--- src/hw/gpp_pkg.sv ---
package gpp_pkg;

	// ------------------------------------------------------------
	// Port indices
	// ------------------------------------------------------------
	localparam int GPP_PORT_A = 0;
	localparam int GPP_PORT_B = 1;
	localparam int GPP_PORT_E = 2;
	localparam int GPP_PORT_H = 3;
	localparam int GPP_PORT_J = 4;
	localparam int GPP_PORT_K = 5;
	localparam int GPP_NPORT  = 6;
	localparam int GPP_NWAKE  = 2;

	// ------------------------------------------------------------
	// Register offsets (byte addresses, 8-bit data)
	// ------------------------------------------------------------
	localparam logic [5:0][7:0] GPP_DATA_OFS = {8'h20, 8'h18, 8'h10, 8'h08, 8'h01, 8'h00};
	localparam logic [5:0][7:0] GPP_DIR_OFS  = {8'h21, 8'h19, 8'h11, 8'h09, 8'h03, 8'h02};
	localparam logic [1:0][7:0] GPP_POL_OFS  = {8'h1a, 8'h12};
	localparam logic [1:0][7:0] GPP_IEN_OFS  = {8'h1b, 8'h13};
	localparam logic [1:0][7:0] GPP_FLAG_OFS = {8'h1c, 8'h14};
	localparam logic [7:0] GPP_PIN_ASSIGN_OFS = 8'h0a;
	localparam logic [7:0] GPP_PULL_CTRL_OFS  = 8'h0c;
	localparam logic [7:0] GPP_LOW_DRIVE_OFS  = 8'h0d;

	// ------------------------------------------------------------
	// Reset values and field masks
	// ------------------------------------------------------------
	localparam logic [7:0] GPP_REG_RST        = 8'h00;
	localparam logic [7:0] GPP_BUS_CTRL_DIR_M = 8'hfc;
	localparam logic [7:0] GPP_BUS_CTRL_PULL  = 8'h8f;
	localparam logic [7:0] GPP_PAGE_EMU_M     = 8'hf7;
	localparam logic [1:0] GPP_WARM_CNT       = 2'h3;

	// ------------------------------------------------------------
	// Types
	// ------------------------------------------------------------
	typedef enum logic [1:0] {GPP_SINGLE, GPP_EXPANDED, GPP_PERIPHERAL} gpp_mode_t;

	typedef logic [5:0][7:0] gpp_bank_t;

	typedef struct packed {
		gpp_bank_t  out;
		gpp_bank_t  oe;
		gpp_bank_t  pull_up;
		gpp_bank_t  pull_dn;
		logic [5:0] low_drive;
	} gpp_pads_t;

	typedef struct packed {
		gpp_bank_t       data;
		gpp_bank_t       dir;
		logic [7:0]      pin_assign;
		logic [7:0]      pull_ctrl;
		logic [7:0]      low_drive;
		logic            low_drive_done;
		logic [1:0][7:0] pol;
		logic [1:0][7:0] ien;
		logic [1:0][7:0] flag;
		gpp_bank_t       sync1;
		gpp_bank_t       sync2;
		gpp_bank_t       prev;
		logic [1:0]      warm;
		gpp_pads_t       pads;
		logic [7:0]      rdata;
		logic [1:0]      irq;
	} gpp_state_t;

endpackage

--- src/hw/gpp_ports.sv ---
// How it works
// - Each present data register is read/writeable anytime
// - General-purpose pins come up as inputs
// - Address/data ports carry external bus when expanded
// - Address/data data registers unmapped outside single-chip
// - Direction bit set means output; resets zero
// - Address/data direction registers unmapped outside single-chip
// - Pull enable pulls up input pins of port
// - Pull control register unmapped in peripheral mode
// - Reduced-drive register takes one write after reset
// - Reduced-drive register unmapped in peripheral mode
// - Reduced-drive bit lowers drive of port outputs
// - Bus-control pins 1:0 input-only, readable whenever the bus-control data register is mapped
// - Pin assignment overrides direction; only bits 7:2
// - Bus-control pulls on pins 7,3,2,1,0
// - Bus-control registers unmapped peripheral or emulated
// - Wake polarity set rising, clear falling; resets zero
// - Wake pull is down when polarity set
// - Wake edge interrupts only when enabled
// - Page port carries page index when emulating
// - Page port bit 3 always general purpose
// - Page registers unmapped while page emulation active
`timescale 1ns/1ns
`default_nettype none

module gpp_ports (
	input  wire logic              clk,
	input  wire logic              sys_rst,
	input  wire logic              ce,
	input  wire logic [7:0]        addr,
	input  wire logic [7:0]        wdata,
	input  wire logic              wr_en,
	input  wire logic              rd_en,
	output logic      [7:0]        rd_data,
	input  wire gpp_pkg::gpp_mode_t mode_sel,
	input  wire logic              page_emulation_enable,
	input  wire logic              bus_ctrl_emulation_enable,
	input  wire logic [15:0]       ext_ad_out,
	input  wire logic              ext_ad_oe,
	input  wire logic [7:0]        bus_ctrl_out,
	input  wire logic [7:0]        bus_ctrl_oe,
	input  wire logic [7:0]        page_index_out,
	input  wire gpp_pkg::gpp_bank_t pad_in,
	output gpp_pkg::gpp_pads_t     pads,
	output logic      [1:0]        wake_irq
);

	gpp_pkg::gpp_state_t st_ff;
	gpp_pkg::gpp_state_t nxt_st;

	// ------------------------------------------------------------
	// Mode decode
	// ------------------------------------------------------------
	logic       single_chip;
	logic       peripheral;
	logic       page_emu;
	logic [5:0] present;
	logic       pull_ctrl_present;
	logic       low_drive_present;

	always_comb begin
		single_chip = 1'b0;
		peripheral  = 1'b0;
		case (mode_sel)
			gpp_pkg::GPP_SINGLE:     single_chip = 1'b1;
			gpp_pkg::GPP_PERIPHERAL: peripheral = 1'b1;
			default:                 single_chip = 1'b0;
		endcase
		page_emu = !single_chip && page_emulation_enable;
		present[gpp_pkg::GPP_PORT_A] = single_chip;
		present[gpp_pkg::GPP_PORT_B] = single_chip;
		present[gpp_pkg::GPP_PORT_E] = !peripheral
			&& !(!single_chip && bus_ctrl_emulation_enable);
		present[gpp_pkg::GPP_PORT_H] = 1'b1;
		present[gpp_pkg::GPP_PORT_J] = 1'b1;
		present[gpp_pkg::GPP_PORT_K] = !page_emu;
		pull_ctrl_present = !peripheral;
		low_drive_present = !peripheral;
	end

	// ------------------------------------------------------------
	// Effective direction and read-back view
	// ------------------------------------------------------------
	gpp_pkg::gpp_bank_t dir_eff;
	gpp_pkg::gpp_bank_t pin_view;

	always_comb begin
		dir_eff = st_ff.dir;
		dir_eff[gpp_pkg::GPP_PORT_E] = st_ff.dir[gpp_pkg::GPP_PORT_E]
			& gpp_pkg::GPP_BUS_CTRL_DIR_M & ~st_ff.pin_assign;
		for (int p = 0; p < gpp_pkg::GPP_NPORT; p++) begin
			pin_view[p] = (st_ff.sync2[p] & ~dir_eff[p])
				| (st_ff.data[p] & dir_eff[p]);
		end
	end

	// ------------------------------------------------------------
	// Next state
	// ------------------------------------------------------------
	logic [1:0][7:0] wake_hit;
	logic [7:0]      rd_val;
	gpp_pkg::gpp_pads_t pv;

	always_comb begin
		nxt_st   = st_ff;
		wake_hit = '0;
		rd_val   = 8'h00;
		pv       = '0;
		if (ce) begin
			nxt_st.sync1 = pad_in;
			nxt_st.sync2 = st_ff.sync1;
			nxt_st.prev  = st_ff.sync2;
			if (st_ff.warm != gpp_pkg::GPP_WARM_CNT) begin
				nxt_st.warm = st_ff.warm + 2'h1;
			end

			// Key wake-up edge detection
			for (int w = 0; w < gpp_pkg::GPP_NWAKE; w++) begin
				if (st_ff.warm == gpp_pkg::GPP_WARM_CNT) begin
					wake_hit[w] = (st_ff.pol[w]
						& st_ff.sync2[gpp_pkg::GPP_PORT_H + w]
						& ~st_ff.prev[gpp_pkg::GPP_PORT_H + w])
						| (~st_ff.pol[w]
						& ~st_ff.sync2[gpp_pkg::GPP_PORT_H + w]
						& st_ff.prev[gpp_pkg::GPP_PORT_H + w]);
				end
			end

			// Register writes
			if (wr_en) begin
				for (int p = 0; p < gpp_pkg::GPP_NPORT; p++) begin
					if (present[p] && addr == gpp_pkg::GPP_DATA_OFS[p]) begin
						nxt_st.data[p] = wdata;
					end else if (present[p] && addr == gpp_pkg::GPP_DIR_OFS[p]) begin
						nxt_st.dir[p] = wdata;
					end
				end
				for (int w = 0; w < gpp_pkg::GPP_NWAKE; w++) begin
					if (addr == gpp_pkg::GPP_POL_OFS[w]) begin
						nxt_st.pol[w] = wdata;
					end else if (addr == gpp_pkg::GPP_IEN_OFS[w]) begin
						nxt_st.ien[w] = wdata;
					end else if (addr == gpp_pkg::GPP_FLAG_OFS[w]) begin
						nxt_st.flag[w] = st_ff.flag[w] & ~wdata;
					end
				end
				if (addr == gpp_pkg::GPP_PIN_ASSIGN_OFS) begin
					nxt_st.pin_assign = wdata;
				end else if (addr == gpp_pkg::GPP_PULL_CTRL_OFS && pull_ctrl_present) begin
					nxt_st.pull_ctrl = wdata;
				end else if (addr == gpp_pkg::GPP_LOW_DRIVE_OFS && low_drive_present) begin
					if (!st_ff.low_drive_done) begin
						nxt_st.low_drive      = wdata;
						nxt_st.low_drive_done = 1'b1;
					end
				end
			end

			// Set wins over a clear in the same cycle
			for (int w = 0; w < gpp_pkg::GPP_NWAKE; w++) begin
				nxt_st.flag[w] = nxt_st.flag[w] | wake_hit[w];
			end

			// Register reads
			if (rd_en) begin
				for (int p = 0; p < gpp_pkg::GPP_NPORT; p++) begin
					if (present[p] && addr == gpp_pkg::GPP_DATA_OFS[p]) begin
						rd_val = pin_view[p];
					end else if (present[p] && addr == gpp_pkg::GPP_DIR_OFS[p]) begin
						rd_val = st_ff.dir[p];
					end
				end
				for (int w = 0; w < gpp_pkg::GPP_NWAKE; w++) begin
					if (addr == gpp_pkg::GPP_POL_OFS[w]) begin
						rd_val = st_ff.pol[w];
					end else if (addr == gpp_pkg::GPP_IEN_OFS[w]) begin
						rd_val = st_ff.ien[w];
					end else if (addr == gpp_pkg::GPP_FLAG_OFS[w]) begin
						rd_val = st_ff.flag[w];
					end
				end
				if (addr == gpp_pkg::GPP_PIN_ASSIGN_OFS) begin
					rd_val = st_ff.pin_assign;
				end else if (addr == gpp_pkg::GPP_PULL_CTRL_OFS && pull_ctrl_present) begin
					rd_val = st_ff.pull_ctrl;
				end else if (addr == gpp_pkg::GPP_LOW_DRIVE_OFS && low_drive_present) begin
					rd_val = st_ff.low_drive;
				end
			end
			nxt_st.rdata = rd_val;

			// Pad drive, general-purpose defaults
			pv.out = st_ff.data;
			pv.oe  = dir_eff;

			// Address/data ports in expanded and peripheral modes
			if (!single_chip) begin
				pv.out[gpp_pkg::GPP_PORT_A] = ext_ad_out[15:8];
				pv.out[gpp_pkg::GPP_PORT_B] = ext_ad_out[7:0];
				pv.oe[gpp_pkg::GPP_PORT_A]  = {8{ext_ad_oe}};
				pv.oe[gpp_pkg::GPP_PORT_B]  = {8{ext_ad_oe}};
			end

			// Bus-control pins handed to bus function
			pv.out[gpp_pkg::GPP_PORT_E] = (st_ff.data[gpp_pkg::GPP_PORT_E]
				& ~st_ff.pin_assign) | (bus_ctrl_out & st_ff.pin_assign);
			pv.oe[gpp_pkg::GPP_PORT_E] = dir_eff[gpp_pkg::GPP_PORT_E]
				| (bus_ctrl_oe & st_ff.pin_assign
				& gpp_pkg::GPP_BUS_CTRL_DIR_M);

			// Page port under emulation, bit 3 stays general purpose
			if (page_emu) begin
				pv.out[gpp_pkg::GPP_PORT_K] = (page_index_out & gpp_pkg::GPP_PAGE_EMU_M)
					| (st_ff.data[gpp_pkg::GPP_PORT_K] & ~gpp_pkg::GPP_PAGE_EMU_M);
				pv.oe[gpp_pkg::GPP_PORT_K] = gpp_pkg::GPP_PAGE_EMU_M
					| (dir_eff[gpp_pkg::GPP_PORT_K] & ~gpp_pkg::GPP_PAGE_EMU_M);
			end

			// Pull devices on input pins only
			for (int p = 0; p < gpp_pkg::GPP_NPORT; p++) begin
				pv.pull_up[p] = {8{st_ff.pull_ctrl[p]}} & ~pv.oe[p];
			end
			pv.pull_up[gpp_pkg::GPP_PORT_E] = pv.pull_up[gpp_pkg::GPP_PORT_E]
				& gpp_pkg::GPP_BUS_CTRL_PULL;
			for (int w = 0; w < gpp_pkg::GPP_NWAKE; w++) begin
				pv.pull_dn[gpp_pkg::GPP_PORT_H + w] = pv.pull_up[gpp_pkg::GPP_PORT_H + w]
					& st_ff.pol[w];
				pv.pull_up[gpp_pkg::GPP_PORT_H + w] = pv.pull_up[gpp_pkg::GPP_PORT_H + w]
					& ~st_ff.pol[w];
			end
			pv.low_drive = st_ff.low_drive[5:0];
			nxt_st.pads  = pv;

			for (int w = 0; w < gpp_pkg::GPP_NWAKE; w++) begin
				nxt_st.irq[w] = |(st_ff.flag[w] & st_ff.ien[w]);
			end
		end
	end

	// ------------------------------------------------------------
	// State register
	// ------------------------------------------------------------
	always_ff @(posedge clk or posedge sys_rst) begin
		if (sys_rst) begin
			st_ff <= '0;
		end else begin
			st_ff <= nxt_st;
		end
	end

	assign rd_data  = st_ff.rdata;
	assign pads     = st_ff.pads;
	assign wake_irq = st_ff.irq;

	// ------------------------------------------------------------
	// Checks
	// ------------------------------------------------------------
	chk_low_drive_once: assert property (@(posedge clk) disable iff (sys_rst)
		(st_ff.low_drive_done && wr_en && addr == gpp_pkg::GPP_LOW_DRIVE_OFS)
		|=> $stable(st_ff.low_drive))
		else $error("reduced drive register changed after first write");

	chk_dir_drives_pin: assert property (@(posedge clk) disable iff (sys_rst)
		ce |=> pads.oe[gpp_pkg::GPP_PORT_H] == $past(st_ff.dir[gpp_pkg::GPP_PORT_H]))
		else $error("wake port one enable does not follow direction");

	chk_bus_ctrl_input: assert property (@(posedge clk) disable iff (sys_rst)
		pads.oe[gpp_pkg::GPP_PORT_E][1:0] == 2'h0)
		else $error("input-only bus control pin driven");

	chk_page_bit_three: assert property (@(posedge clk) disable iff (sys_rst)
		ce |=> pads.oe[gpp_pkg::GPP_PORT_K][3] == $past(st_ff.dir[gpp_pkg::GPP_PORT_K][3]))
		else $error("page port bit three not general purpose");

	chk_wake_irq_gate: assert property (@(posedge clk) disable iff (sys_rst)
		ce |=> wake_irq[0] == $past(|(st_ff.flag[0] & st_ff.ien[0])))
		else $error("wake interrupt does not follow enabled flags");

	chk_wake_pull_dir: assert property (@(posedge clk) disable iff (sys_rst)
		ce |=> (pads.pull_dn[gpp_pkg::GPP_PORT_H] & ~$past(st_ff.pol[0])) == 8'h00
		&& (pads.pull_up[gpp_pkg::GPP_PORT_H] & $past(st_ff.pol[0])) == 8'h00)
		else $error("wake pull of wrong kind");

	chk_pull_ctrl_absent: assert property (@(posedge clk) disable iff (sys_rst)
		(ce && rd_en && mode_sel == gpp_pkg::GPP_PERIPHERAL
		&& addr == gpp_pkg::GPP_PULL_CTRL_OFS) |=> rd_data == 8'h00)
		else $error("pull control visible in peripheral mode");

	chk_addr_data_absent: assert property (@(posedge clk) disable iff (sys_rst)
		(ce && rd_en && mode_sel != gpp_pkg::GPP_SINGLE
		&& addr == gpp_pkg::GPP_DATA_OFS[gpp_pkg::GPP_PORT_A]) |=> rd_data == 8'h00)
		else $error("address/data register visible outside single chip");

	chk_ext_bus_out: assert property (@(posedge clk) disable iff (sys_rst)
		(ce && mode_sel == gpp_pkg::GPP_EXPANDED)
		|=> pads.out[gpp_pkg::GPP_PORT_A] == $past(ext_ad_out[15:8]))
		else $error("external address not on address/data port");

	chk_low_drive_pads: assert property (@(posedge clk) disable iff (sys_rst)
		ce |=> pads.low_drive == $past(st_ff.low_drive[5:0]))
		else $error("reduced drive not applied to ports");

	chk_pull_inputs: assert property (@(posedge clk) disable iff (sys_rst)
		(pads.pull_up[gpp_pkg::GPP_PORT_A] & pads.oe[gpp_pkg::GPP_PORT_A]) == 8'h00)
		else $error("pull-up on an output pin");

	chk_wake_armed: assert property (@(posedge clk) disable iff (sys_rst)
		(ce && !wr_en && st_ff.warm != gpp_pkg::GPP_WARM_CNT)
		|=> st_ff.flag == $past(st_ff.flag))
		else $error("wake flag set before edge detection armed");

	chk_flag_set_wins: assert property (@(posedge clk) disable iff (sys_rst)
		(ce && wake_hit[0] != 8'h00)
		|=> (st_ff.flag[0] & $past(wake_hit[0])) == $past(wake_hit[0]))
		else $error("wake edge lost against a flag clear");

	chk_read_idle: assert property (@(posedge clk) disable iff (sys_rst)
		(ce && !rd_en)
		|=> rd_data == 8'h00)
		else $error("read data present without a read");

	chk_bus_ctrl_pull: assert property (@(posedge clk) disable iff (sys_rst)
		(pads.pull_up[gpp_pkg::GPP_PORT_E]
		& ~gpp_pkg::GPP_BUS_CTRL_PULL) == 8'h00)
		else $error("pull-up on a bus control pin without one");

	chk_assign_overrides: assert property (@(posedge clk) disable iff (sys_rst)
		(ce && st_ff.pin_assign[7] && !bus_ctrl_oe[7])
		|=> !pads.oe[gpp_pkg::GPP_PORT_E][7])
		else $error("direction bit drives a pin given to the bus");

	chk_dir_absent: assert property (@(posedge clk) disable iff (sys_rst)
		(ce && wr_en && mode_sel != gpp_pkg::GPP_SINGLE
		&& addr == gpp_pkg::GPP_DIR_OFS[gpp_pkg::GPP_PORT_A])
		|=> $stable(st_ff.dir[gpp_pkg::GPP_PORT_A]))
		else $error("address/data direction written outside single chip");

	chk_bus_ctrl_absent: assert property (@(posedge clk) disable iff (sys_rst)
		(ce && rd_en && addr == gpp_pkg::GPP_DIR_OFS[gpp_pkg::GPP_PORT_E]
		&& (mode_sel == gpp_pkg::GPP_PERIPHERAL
		|| (mode_sel == gpp_pkg::GPP_EXPANDED && bus_ctrl_emulation_enable)))
		|=> rd_data == 8'h00)
		else $error("bus control direction visible while absent");

	chk_page_absent: assert property (@(posedge clk) disable iff (sys_rst)
		(ce && rd_en && mode_sel != gpp_pkg::GPP_SINGLE && page_emulation_enable
		&& addr == gpp_pkg::GPP_DIR_OFS[gpp_pkg::GPP_PORT_K]) |=> rd_data == 8'h00)
		else $error("page register visible under page emulation");

	chk_low_drive_absent: assert property (@(posedge clk) disable iff (sys_rst)
		(ce && rd_en && mode_sel == gpp_pkg::GPP_PERIPHERAL
		&& addr == gpp_pkg::GPP_LOW_DRIVE_OFS) |=> rd_data == 8'h00)
		else $error("reduced drive visible in peripheral mode");

	chk_page_index_out: assert property (@(posedge clk) disable iff (sys_rst)
		(ce && page_emu)
		|=> (pads.out[gpp_pkg::GPP_PORT_K] & gpp_pkg::GPP_PAGE_EMU_M)
		== ($past(page_index_out) & gpp_pkg::GPP_PAGE_EMU_M))
		else $error("page index not on page port under emulation");

	cov_wake_irq: cover property (@(posedge clk) disable iff (sys_rst)
		$rose(wake_irq[1]));

	cov_second_drive_write: cover property (@(posedge clk) disable iff (sys_rst)
		st_ff.low_drive_done && wr_en && addr == gpp_pkg::GPP_LOW_DRIVE_OFS);

	cov_page_emulation: cover property (@(posedge clk) disable iff (sys_rst)
		page_emu && ce);

	cov_bus_function: cover property (@(posedge clk) disable iff (sys_rst)
		pads.oe[gpp_pkg::GPP_PORT_E][7] && st_ff.pin_assign[7]);

	cov_absent_read: cover property (@(posedge clk) disable iff (sys_rst)
		rd_en && mode_sel == gpp_pkg::GPP_PERIPHERAL);

endmodule

`default_nettype wire

--- config.mk ---
export PLATFORM = sky130hd
export DESIGN_NAME = gpp_ports
export DESIGN_NICKNAME = d
export VERILOG_FILES = /design/src/hw/gpp_pkg.sv /design/src/hw/gpp_ports.sv
export SDC_FILE = /design/constraint.sdc
export NUM_CORES = 1
export LEC_CHECK = 0
export ABC_AREA = 1
export BUFFER_PORTS_ARGS = -buffer_cell sky130_fd_sc_hd__buf_2
export CAP_MARGIN = 25
export CORE_UTILIZATION = 58
export DETAILED_ROUTE_END_ITERATION = 16
export GPL_ROUTABILITY_DRIVEN = 0
export GPL_TIMING_DRIVEN = 1
export HOLD_SLACK_MARGIN = 0.05
export PLACE_DENSITY = 0.81
export SLEW_MARGIN = 30
export SYNTH_ARGS = -nofsm -noshare
export SYNTH_HDL_FRONTEND = slang
export SYNTH_SLANG_ARGS = --single-unit
export TNS_END_PERCENT = 50
--- constraint.sdc ---
create_clock -name clk -period 17.8 [get_ports clk]
set_clock_uncertainty 0.05 [all_clocks]
set_input_delay 3.56 -clock clk [delete_from_list [all_inputs] [get_ports clk]]
set_output_delay 3.56 -clock clk [all_outputs]
set_load 0.02 [all_outputs]
==> flow_metrics.tcl <==
set metrics [dict create \
    end_kind "flop" \
    ys_seq_area_frac 0.524 \
    ys_seq_elements 453 \
    antenna_found_initial 6 \
    mostFrequentLayoutCells "685 x nand2_1, 453 x dfrtp_1, 337 x o21ai_0" \
    viasPerCell 5.93 \
    ctsHoldBuffers 0 \
    yosysUniqueCellTypes 49 \
    wl_per_cell_um 20.9 \
    root_buffer "clkbuf_16" \
    die_y_um 195 \
    peakVddDrop_mv 0.0648 \
    synth_top_area_cell "dfrtp_1" \
    cap_violations 0 \
    die_w_um 195 \
    synth_area_sq_um 21600 \
    setup_violations 0 \
    clock_sinks 453 \
    drtIter0Drc 2661 \
    wirelength_um 65800 \
    area_growth_pct 8.61 \
    overflow 0 \
    cts_resized 0 \
    hpwl_um 45700 \
    ys.warnings.count 0 \
    cts_tree "done" \
    critPathKind "input port to flop" \
    timing.setup.tns_ns 0 \
    postCtsSetupBuffers 0 \
    core_area_sq_um 36700 \
    rsz0062_at_grt "false" \
    drive_above_1_share 0.155 \
    placed_cells 3066 \
    min_period_ns 6.32 \
    grt_pass1_wl_um 101000 \
    fillCellCount 3060 \
    synthArstFlopShare 1.00 \
    portBuffers 281 \
    outcome "complete, no violations" \
    fmax_ghz 0.158 \
    synth_cells 2584 \
    grt_max_degree 138 \
    finalNonFillerCells 3150 \
    worstPathRequired_ns 18.20 \
    leakage_uw 0.0120 \
    clock_latency_ns 0.56 \
    synth.area.top_cells "dfrtp_1 52%, nand2_1 12%, o21ai_0 7.8%" \
    final.period_utilization 0.355 \
    cts_buffer_depth 3 \
    first_global_vias 17700 \
    synth_edf_count 0 \
    drt.antenna.violating_nets 0 \
    grt_use_total 0.348 \
    clk_pin_slew_ns 0.06 \
    hold_class "flop to flop" \
    via_count 18700 \
    maxSlewViolCount 0 \
    critical_path_peak_fanout 30 \
    avgSynthCellArea_sq_um 8.37 \
    rows 70 \
    synth_top_area_frac 0.524 \
    io_pins 322 \
    start_util 0.590 \
    nets 2761 \
    layout_commonest_cell "nand2_1" \
    synthFlopType "dfrtp_1" \
    finalHoldViolCount 0 \
    drc 0 \
    relSlewSlack 0.407 \
    detailedRoute.firstPassIterationCount 7 \
    numCtsBuffers 46 \
    die_area_sq_um 38100 \
    ctsHtreeMaxLevel 2 \
    cp_data_arrival_time_ns 6.72 \
    start_kind "input port" \
    worst_slew_pin_slew_ns 0.887 \
    power_density_nw_per_um2 102 \
]
cell usage after synthesis, types with 2 or more instances:
master,n
buf_4,210
nor2_1,179
o31ai_1,9
clkbuf_2,2
nand2_4,3
nor4_1,3
nand3_1,61
a211oi_1,5
nor3_4,2
nor2_2,11
inv_1,247
o211ai_1,15
inv_2,17
a221oi_1,3
a32o_1,43
o21ai_1,7
or2_2,4
or2_0,3
nand4_1,30
buf_2,7
buf_6,3
buf_1,9
clkbuf_1,84
dfrtp_1,453
nor2_8,3
nand2_1,685
nor3_1,8
a31oi_1,24
o21ai_0,337
nor2_4,6
o22ai_1,7
o32ai_1,3
a21oi_1,85
cell families after synthesis:
family	count (synthesis)	synth area share
AO/OA/AOI/OAI	542	0.142
XOR/XNOR	1	0.000405
adder cells (fa/ha/maj)	1	0.000578
buffers and inverters	581	0.139
flip-flops	453	0.524
multiplexers	1	0.000520
other	1	0.000173
AND/OR/NAND/NOR	1004	0.193
critical path, cell delays in order:
cell and delay, ns:
buf_2 0.12, nor2_2 0.09, buf_4 0.32, inv_2 0.29
nor2_8 0.36, nand2_4 0.19, nor2_1 0.13, nor2_1 0.05
nand2_1 0.11, nand4_1 0.18, nand2_1 0.29, nand4_1 0.22
nand2_1 0.11, nand3_1 0.06, nand2_1 0.10, nand3_1 0.08
nand2_1 0.14, nand3_1 0.14, nand2_1 0.11, nand2_1 0.05
stage by stage:
stage                     utilization  hold WS (ns)  setup slack (ns)  total power (uW)  instance area [sq um]
final                           0.640         0.418             11.48              2400                  23500
after global routing            0.640         0.441             11.38              2480                  23500
after CTS                       0.640         0.414             11.72              2400                  23500
after detailed placement        0.597         0.397             11.15              1410                  21900
after global placement          0.596         0.383             11.20              1400                  21900
after floorplan                     -         0.372              1.56              1340                  21800
cell type report:
cell class                      count  area (sq um)  share of cell area
Antenna cell                        5          12.5            0.000532
Clock buffer                       74          1460              0.0621
Clock inverter                      5           104             0.00442
Inverter                          266          1020              0.0433
Multi-Input combinational cell   1586          7430               0.316
Sequential cell                   453         11300               0.482
Tap cell                          468           586              0.0249
Timing Repair Buffer              293          1550              0.0661
flip-flops by register name, indices dropped and copies added (netlist names):
register	flops
st_ff	243
wake_irq	2
pads	160
dir_eff	40
rd_data	8
path summary, 6_finish.rpt:
path / from / depth (start not counted) / slack, ns / end
worst max-delay path: mode_sel[1] / 20 / 11.48 / rd_data[5]$_DFFE_PP0P_
worst min-delay path: pads[185]$_DFFE_PP0P_ / 2 / 0.42 / pads[185]$_DFFE_PP0P_
worst max register to register: st_ff[424]$_DFFE_PP0P_ / 16 / 15.09 / rd_data[5]$_DFFE_PP0P_
worst min register to register: pads[185]$_DFFE_PP0P_ / 2 / 0.42 / pads[185]$_DFFE_PP0P_
max in group asynchronous: sys_rst / 4 / 12.75 / pads[182]$_DFFE_PP0P_
min in group asynchronous: sys_rst / 2 / 3.08 / pads[139]$_DFFE_PP0P_
power by group:
part	internal (uW)	switching [uW]
Sequential	1100	51.5
Clock	601	399
Combinational	73.0	181
per-layer routing:
metal | vias up | track usage | part of all wire | routed length (um)
li1 | 8229 | - | - | -
met1 | 8838 | 0.458 | 0.36 | 23900
met2 | 1293 | 0.526 | 0.44 | 29100
met3 | 310 | 0.0965 | 0.13 | 8630
met4 | 2 | 0.185 | 0.063 | 4150
met5 | - | 0 | 0.00020 | 13
No activity file was read; power rests on OpenSTA's default activity.
